### config.mk
export PLATFORM = sky130hd
export DESIGN_NAME = cdh_top
export DESIGN_NICKNAME = d
export VERILOG_FILES = /design/src/verilog/cdh_edge.v /design/src/verilog/cdh_top.v
export VERILOG_INCLUDE_DIRS = /design/src /design/src/verilog
export SDC_FILE = /design/constraint.sdc
export NUM_CORES = 1
export LEC_CHECK = 0
export BUFFER_PORTS_ARGS = -buffer_cell sky130_fd_sc_hd__clkbuf_2
export CAP_MARGIN = 20
export CORE_MARGIN = 8
export CORE_UTILIZATION = 48
export CTS_CLUSTER_SIZE = 24
export DETAILED_ROUTE_END_ITERATION = 12
export PLACE_DENSITY_LB_ADDON = 0.05
export SYNTH_ARGS = -nofsm -noshare
export SYNTH_HDL_FRONTEND = slang
export SYNTH_SLANG_ARGS = --single-unit
### constraint.sdc
create_clock -name ref_clk -period 8.5 [get_ports ref_clk]
set_input_delay 1.275 -clock ref_clk [delete_from_list [all_inputs] [get_ports ref_clk]]
set_output_delay 1.275 -clock ref_clk [all_outputs]
set_load 0.03 [all_outputs]
### src/verilog/cdh_defs.vh
// Constants for the character display host command interpreter
`ifndef CDH_DEFS_VH
`define CDH_DEFS_VH
// ==========================================================
// Instruction codes
`define CDH_CMD_CLEAR 8'h01
`define CDH_CMD_RETURN 8'h02
`define CDH_CMD_CURSOR_ON 8'h04
`define CDH_CMD_CURSOR_OFF 8'h05
`define CDH_SETPOS_BIT 7
`define CDH_LINE_BIT 6
// ==========================================================
// Busy timing at the reference oscillator (kHz, us)
`define CDH_REF_OSC_KHZ 200
`define CDH_CLK_KHZ 20000
`define CDH_BUSY_CLEAR_US 2000
`define CDH_BUSY_OTHER_US 50
// Cycles = us * clk_kHz / 1000, rounded up for least times
`define CDH_BUSY_CLEAR_CYC ((`CDH_BUSY_CLEAR_US * `CDH_CLK_KHZ + 999) / 1000)
`define CDH_BUSY_OTHER_CYC ((`CDH_BUSY_OTHER_US * `CDH_CLK_KHZ + 999) / 1000)
// ==========================================================
// Display memory
`define CDH_MAX_CHARS 80
`define CDH_BLANK_CODE 8'h20
`endif

### src/verilog/cdh_edge.v
// Strobe edge detector for the host port
module cdh_edge (
  // Clock and reset
  input wire ref_clk,
  input wire nrst,
  // Strobe in, edges out
  input wire strobe,
  output wire rise,
  output wire fall
);
  reg last; // Strobe level one cycle ago

  // ==========================================================
  // Edge capture
  always @(posedge ref_clk) begin
    if (!nrst) begin
      last <= 1'b0;
    end else begin
      last <= strobe;
    end
  end

  assign rise = strobe & ~last;
  assign fall = ~strobe & last;
endmodule // cdh_edge

### src/verilog/cdh_top.v
// Host port and command interpreter of a character display controller
`include "cdh_defs.vh"

module cdh_top (
  // Clock and reset
  input wire ref_clk,
  input wire nrst,
  // Host port
  input wire [3:0] device_select_lines,
  input wire register_select_line,
  input wire read_write,
  input wire strobe,
  input wire [7:0] host_data_lines,
  output wire busy_flag_line,
  output wire busy_flag_oe,
  // Static setup
  input wire [2:0] character_count_select,
  input wire line_count_select,
  input wire font_height_select,
  input wire cursor_shape_select,
  // Display state seen by the refresh logic
  input wire [6:0] view_addr,
  output reg [7:0] view_code,
  output reg [6:0] cursor_pos,
  output reg cursor_visible,
  output reg two_lines,
  output reg tall_font,
  output reg wide_cursor,
  output reg [6:0] char_total,
  output reg busy
);
  // ==========================================================
  // Declarations
  localparam ST_IDLE = 2'd0; // Waiting for a write
  localparam ST_HELD = 2'd1; // Data latched, waiting for strobe rise
  localparam ST_RUN = 2'd2; // Operation in progress
  localparam ST_WIPE = 2'd3; // Clear running, blanking memory
  localparam integer BUSY_OTHER = `CDH_BUSY_OTHER_CYC; // Clocks of busy for a plain operation
  localparam integer BUSY_CLEAR = `CDH_BUSY_CLEAR_CYC; // Clocks of busy for a clear
  localparam integer LAST_ADDR = `CDH_MAX_CHARS - 1; // Last character memory position
  localparam [7:0] CURSOR_PAIR = `CDH_CMD_CURSOR_ON; // On and off codes differ in bit 0 only

  reg [1:0] state; // Sequencer state
  reg [7:0] cmd_data; // Latched data byte
  reg cmd_is_char; // Latched register choice
  reg [16:0] busy_cnt; // Busy countdown
  reg [6:0] wipe_addr; // Blanking pointer
  reg [7:0] screen [0:`CDH_MAX_CHARS-1]; // Character memory
  reg [6:0] next_pos; // Cursor after a character write
  reg [6:0] half_total; // Characters per line in two-line mode
  wire selected; // All chip selects high
  wire st_rise; // Strobe rising edge
  wire st_fall; // Strobe falling edge

  assign selected = &device_select_lines;

  cdh_edge u_edge (
    .ref_clk(ref_clk),
    .nrst(nrst),
    .strobe(strobe),
    .rise(st_rise),
    .fall(st_fall)
  );

  // ==========================================================
  // Busy flag read-back, combinational handshake output
  assign busy_flag_oe = selected & read_write & strobe;
  assign busy_flag_line = busy;

  // ==========================================================
  // Static setup decode, registered so outputs are defined at reset
  always @(posedge ref_clk) begin
    if (!nrst) begin
      char_total <= 7'd4;
      two_lines <= 1'b0;
      tall_font <= 1'b0;
      wide_cursor <= 1'b0;
    end else begin
      two_lines <= line_count_select;
      tall_font <= font_height_select;
      wide_cursor <= cursor_shape_select;
      case (character_count_select)
        3'd0: char_total <= 7'd4;
        3'd1: char_total <= 7'd8;
        3'd2: char_total <= 7'd16;
        3'd3: char_total <= 7'd24;
        3'd4: char_total <= 7'd32;
        3'd5: char_total <= 7'd40;
        3'd6: char_total <= 7'd64;
        default: char_total <= 7'd80;
      endcase
    end
  end

  // ==========================================================
  // Cursor advance with wrap at the configured count
  always @* begin
    half_total = {1'b0, char_total[6:1]};
    if (cursor_pos + 7'd1 >= char_total) begin
      next_pos = 7'd0; // Wrap keeps the cursor on the glass
    end else begin
      next_pos = cursor_pos + 7'd1;
    end
  end

  // ==========================================================
  // Sequencer: latch on fall, execute from rise, count busy
  always @(posedge ref_clk) begin
    if (!nrst) begin
      state <= ST_IDLE;
      cmd_data <= 8'h00;
      cmd_is_char <= 1'b0;
      busy_cnt <= 17'd0;
      wipe_addr <= 7'd0;
      cursor_pos <= 7'd0;
      cursor_visible <= 1'b1;
      busy <= 1'b0;
    end else begin
      case (state)
        ST_IDLE: begin
          // Writes during busy never reach here, so they are dropped
          if (st_fall && selected && !read_write) begin
            cmd_data <= host_data_lines;
            cmd_is_char <= register_select_line;
            state <= ST_HELD;
          end
        end
        ST_HELD: begin
          if (st_rise) begin
            busy <= 1'b1;
            busy_cnt <= BUSY_OTHER[16:0];
            state <= ST_RUN;
            if (cmd_is_char) begin
              cursor_pos <= next_pos;
            end else if (cmd_data[`CDH_SETPOS_BIT]) begin
              if (two_lines && cmd_data[`CDH_LINE_BIT]) begin
                cursor_pos <= half_total + {1'b0, cmd_data[5:0]};
              end else if (two_lines) begin
                cursor_pos <= {1'b0, cmd_data[5:0]};
              end else begin
                cursor_pos <= cmd_data[6:0];
              end
            end else if (cmd_data == `CDH_CMD_CLEAR) begin
              cursor_pos <= 7'd0;
              wipe_addr <= 7'd0;
              busy_cnt <= BUSY_CLEAR[16:0];
              state <= ST_WIPE;
            end else if (cmd_data == `CDH_CMD_RETURN) begin
              cursor_pos <= 7'd0;
            end else if (cmd_data[7:1] == CURSOR_PAIR[7:1]) begin
              cursor_visible <= ~cmd_data[0];
            end
          end else if (st_fall) begin
            // A second fall before the rise replaces the byte
            cmd_data <= host_data_lines;
            cmd_is_char <= register_select_line;
          end
        end
        ST_WIPE: begin
          // Blank every position while the clear time counts down
          busy_cnt <= busy_cnt - 17'd1;
          if (wipe_addr == LAST_ADDR[6:0]) begin
            state <= ST_RUN;
          end else begin
            wipe_addr <= wipe_addr + 7'd1;
          end
        end
        ST_RUN: begin
          if (busy_cnt <= 17'd1) begin
            busy <= 1'b0;
            state <= ST_IDLE;
          end else begin
            busy_cnt <= busy_cnt - 17'd1;
          end
        end
        default: state <= ST_IDLE;
      endcase
    end
  end

  // ==========================================================
  // Character memory: write on execute, blank during clear
  always @(posedge ref_clk) begin
    if (state == ST_WIPE) begin
      screen[wipe_addr] <= `CDH_BLANK_CODE;
    end else if (state == ST_HELD && st_rise && cmd_is_char) begin
      screen[cursor_pos] <= cmd_data;
    end
  end

  // ==========================================================
  // Registered read port for the refresh logic
  always @(posedge ref_clk) begin
    if (!nrst) begin
      view_code <= 8'h00;
    end else if (view_addr <= LAST_ADDR[6:0]) begin
      view_code <= screen[view_addr];
    end else begin
      view_code <= 8'h00; // Out-of-range addresses read zero
    end
  end
endmodule // cdh_top

==> impl.org <==
** Cells and area
- Relative area change from synthesis to final layout :: 11.9%
- In the final design database the tool counted 1646 nets.
- Layout cell share with drive strength beyond 1 :: 0.227
- 0 antenna diodes ended up in the layout.

** Timing
- The routed design could run at a clock period as short as 4190 ps.
- Clock skew on the completed layout was measured at 18.7 ps.
- The worst pin sits at a relative slew slack of 0.248.
- Derived from the worst setup path, the maximum achievable clock frequency is 0.239 GHz.
- Count of endpoints failing setup in the final report :: 0
- Unrepaired setup endpoints after global routing :: false
- In the post-route analysis, the smallest setup slack over all paths is 4310 ps.
- Final hold viol count :: 0
- The count of pins over their slew limit came to 0.
- Setup total negative slack :: 0 ps
- Post-route clock period utilization :: 0.492
- Transition at the pin with the smallest max-transition slack :: 1100 ps

** Clock network
- Clock tree synthesis found a total of 701 sinks.
- Number of levels the H-tree was split into :: 3
- The root buffer cell chosen for the clock tree is sky130_fd_sc_hd__clkbuf_16.
- TritonCTS built the clock tree.
- Clock-pin slew was measured on the worst setup and hold paths at 60 ps.
- Post-CTS repair changed the size of 0 cells.
- Later-pin clock latency in the skew report :: 600 ps
- Maximum buffer depth of the clock tree :: 3
- Post-CTS timing repair inserted 0 buffers for setup.
- After clock tree synthesis, the flow added hold-fix buffers numbering 0.
- Clock tree synthesis inserted a total of 74 buffers.

** Detailed routing
- Using the TritonRoute via totals, the vias-per-cell ratio works out to 5.93.
- In the final routed layout, each cell accounts on average for 27.5 um.
- Remaining DRCs :: 0
- The first TritonRoute pass finished after 7 iterations.
- Total vias in the final route :: 14400
- WL final :: 66800 um
- In this run the remaining antenna-violating nets after routing total 0.
- After the first detailed-routing iteration, the DRC count stood at 1078.

** Placed design
- The HPWL after detailed placement is 40300 um.
- Prior to clock tree synthesis, the placed netlist has a worst setup slack of 3690 ps.
- Port Buf Inserts :: 56
- GPL Wtd Cong :: 0.844

** Global route
- After global routing, the most crowded layer is met2.
- Met1 track utilization from global routing :: 0.268
- Entering global routing, the biggest net connects 89 pins.
- Met2 routing resource usage after global routing :: 0.319
- For this run, the total global-route usage over all layers was measured as 0.200.
- Number of global-route vias before repair :: 15000
- The first global-routing pass estimated 99300 um of wire.
- Antenna violations before repair :: 0
- Met3 Resource Use GR :: 0.0548
- For this run the aggregate overflow at the end of global routing stands at 0.

** Yosys
- After synthesis, the share of flip-flops with an asynchronous set or reset is 0.
- Summing every instance area after synthesis gives 28200 um^2.
- Post-synthesis sequential element count :: 701
- For this run, the number of Yosys warnings is 0.
- Leading cell types by total area after synthesis :: sky130_fd_sc_hd__edfxtp_1, sky130_fd_sc_hd__mux4_2, sky130_fd_sc_hd__dfxtp_1, sky130_fd_sc_hd__nor2_1, sky130_fd_sc_hd__nand2_1
- Main synth FF type :: sky130_fd_sc_hd__edfxtp_1
- Of all cell types, the one taking the most synthesized area is sky130_fd_sc_hd__edfxtp_1.
- Number of flops mapped to enable cells by yosys :: 640
- For this run, the register share of the synthesized area comes to 0.724.
- Mean instance size in the synthesized netlist :: 18.4 um^2
- Yosys top cell area share :: 0.681
- Synthesis produced 1532 cells.
- In this run, distinct cell masters in the synthesized netlist total 73.
- sky130_fd_sc_hd__edfxtp_1 is the most common cell in the netlist.
- The commonest cells after synthesis are sky130_fd_sc_hd__edfxtp_1, sky130_fd_sc_hd__mux4_2, sky130_fd_sc_hd__nor2_1.

** Floorplan
- Die area :: 66900 um^2
- For this configuration, the core starts out at a cell density of 0.482.
- Die extent in x :: 259 um
- Core region area :: 58600 um^2
- Number of top-level pins :: 59
- From bottom edge to top edge, the die measures 259 um.
- The floorplan has 89 rows.

** Critical path
- For the worst setup path, the data required time is 8970 ps.
- For the worst setup path, the data arrival time is 4650 ps.
- Crit path max fanout :: 88
- The worst setup path is launched from an input pin.
- Crit Path Category :: in2reg
- The worst setup path is captured at a register.

** Power and ir drop
- IR analysis of the VDD net gives a maximum drop of 0.148 mV.
- Cell Pwr Density :: 227 nW/um^2
- Summed over all cells, the static leakage comes to 9.59 nW.

** Status
- The flow ran to the end, and the final reports show no timing, DRC or antenna violations.

** Worst hold path
- Class of the tightest hold or removal check :: reg2reg

** Run
- Max-cap violations in this run came to 0.
-- final timing paths --
kind / start / to / slack (ps) / cells after the start
max: view_addr[0] / view_code[2]$_SDFF_PN0_ / 4310 / 7
min: cursor_visible$_SDFFE_PN1P_ / cursor_visible$_SDFFE_PN1P_ / 490 / 2
max reg2reg: state[1]$_SDFFE_PN0P_ / screen[12][7]$_DFFE_PP_ / 4600 / 7
min reg2reg: cursor_visible$_SDFFE_PN1P_ / cursor_visible$_SDFFE_PN1P_ / 490 / 2
-- registers in the layout (all words and copies together) (netlist names) --
signal	count
two_lines	1
cursor_pos	7
busy	1
cursor_visible	1
wipe_addr	7
char_total	5
tall_font	1
busy_cnt	17
view_code	8
state	2
screen	640
u_edge.last	1
cmd_data	8
cmd_is_char	1
wide_cursor	1
-- through the flow --
step           instances  power (mW)  hold slack (ps)  utilization  area [um^2]
6_report            2430        7.19              488        0.540        31600
5_1_grt             2430        7.40              507        0.540        31600
4_1_cts             2427        7.26              494        0.539        31600
3_5_place_dp        2295        4.02              485        0.497        29100
3_3_place_gp        2295        4.02              477        0.497        29100
2_1_floorplan       1533        3.95              457            -        28200
-- cell families (layout without fill, tap and decap cells) --
kind of cell / after synthesis / count (layout) / share of synthesized area
other: 1 / 2 / 0.000133
adders and majority gates: 15 / 15 / 0.00691
buffers and inverters: 110 / 234 / 0.0220
muxes: 186 / 186 / 0.141
and+or+nand+nor: 316 / 316 / 0.0535
AOI/OAI and AO/OA: 189 / 189 / 0.0488
xor gates and xnor gates: 14 / 14 / 0.00434
DFF: 701 / 701 / 0.724
-- layout make-up --
cell class / instances / area (um^2)
Sequential cell: 701 / 20400
Tap cell: 773 / 967
Multi-Input combinational cell: 722 / 7200
Timing Repair Buffer: 73 / 457
Clock inverter: 41 / 457
Fill cell: 4677 / 27000
Inverter: 29 / 109
Clock buffer: 91 / 1980
-- power breakdown --
| group | total (mW) | leakage (nW) | switching, mW | internal (mW) |
|---|---|---|---|---|
| Clock | 3.25 | 1.17 | 1.32 | 1.93 |
| Combinational | 0.227 | 2.62 | 0.133 | 0.0942 |
| Sequential | 3.71 | 5.80 | 0.00422 | 3.71 |
-- critical path, cell delays in order --
cell	delay, ps
sky130_fd_sc_hd__buf_8	550
sky130_fd_sc_hd__buf_12	590
sky130_fd_sc_hd__mux4_2	400
sky130_fd_sc_hd__o22ai_1	80
sky130_fd_sc_hd__a2111oi_0	970
sky130_fd_sc_hd__nor4_1	190
sky130_fd_sc_hd__a221oi_1	430
-- layout by cell type, fill, tap and decap left out, drive strengths merged, types with 8 or more instances in the layout --
cell type    n
a2111oi      8
a21oi       27
a221o       16
a221oi      17
a22o        16
a22oi       11
and2        18
buf         19
bufinv       9
clkbuf     145
clkinv      22
dfxtp       61
edfxtp     640
ha          14
inv         32
mux2i       17
mux4       168
nand2       54
nand2b      19
nand3       15
nor2       151
nor2b        8
nor3        10
o21ai       40
o22ai       11
or3         11
xnor2        8
-- metal layers --
metal | share of wire | up-vias
met2 | 0.48 | 442
met3 | 0.072 | 106
met4 | 0.026 | 0
met5 | 0 | -
met1 | 0.42 | 7518
li1 | - | 6341
Note: power is estimated with default switching activity, not from simulation.
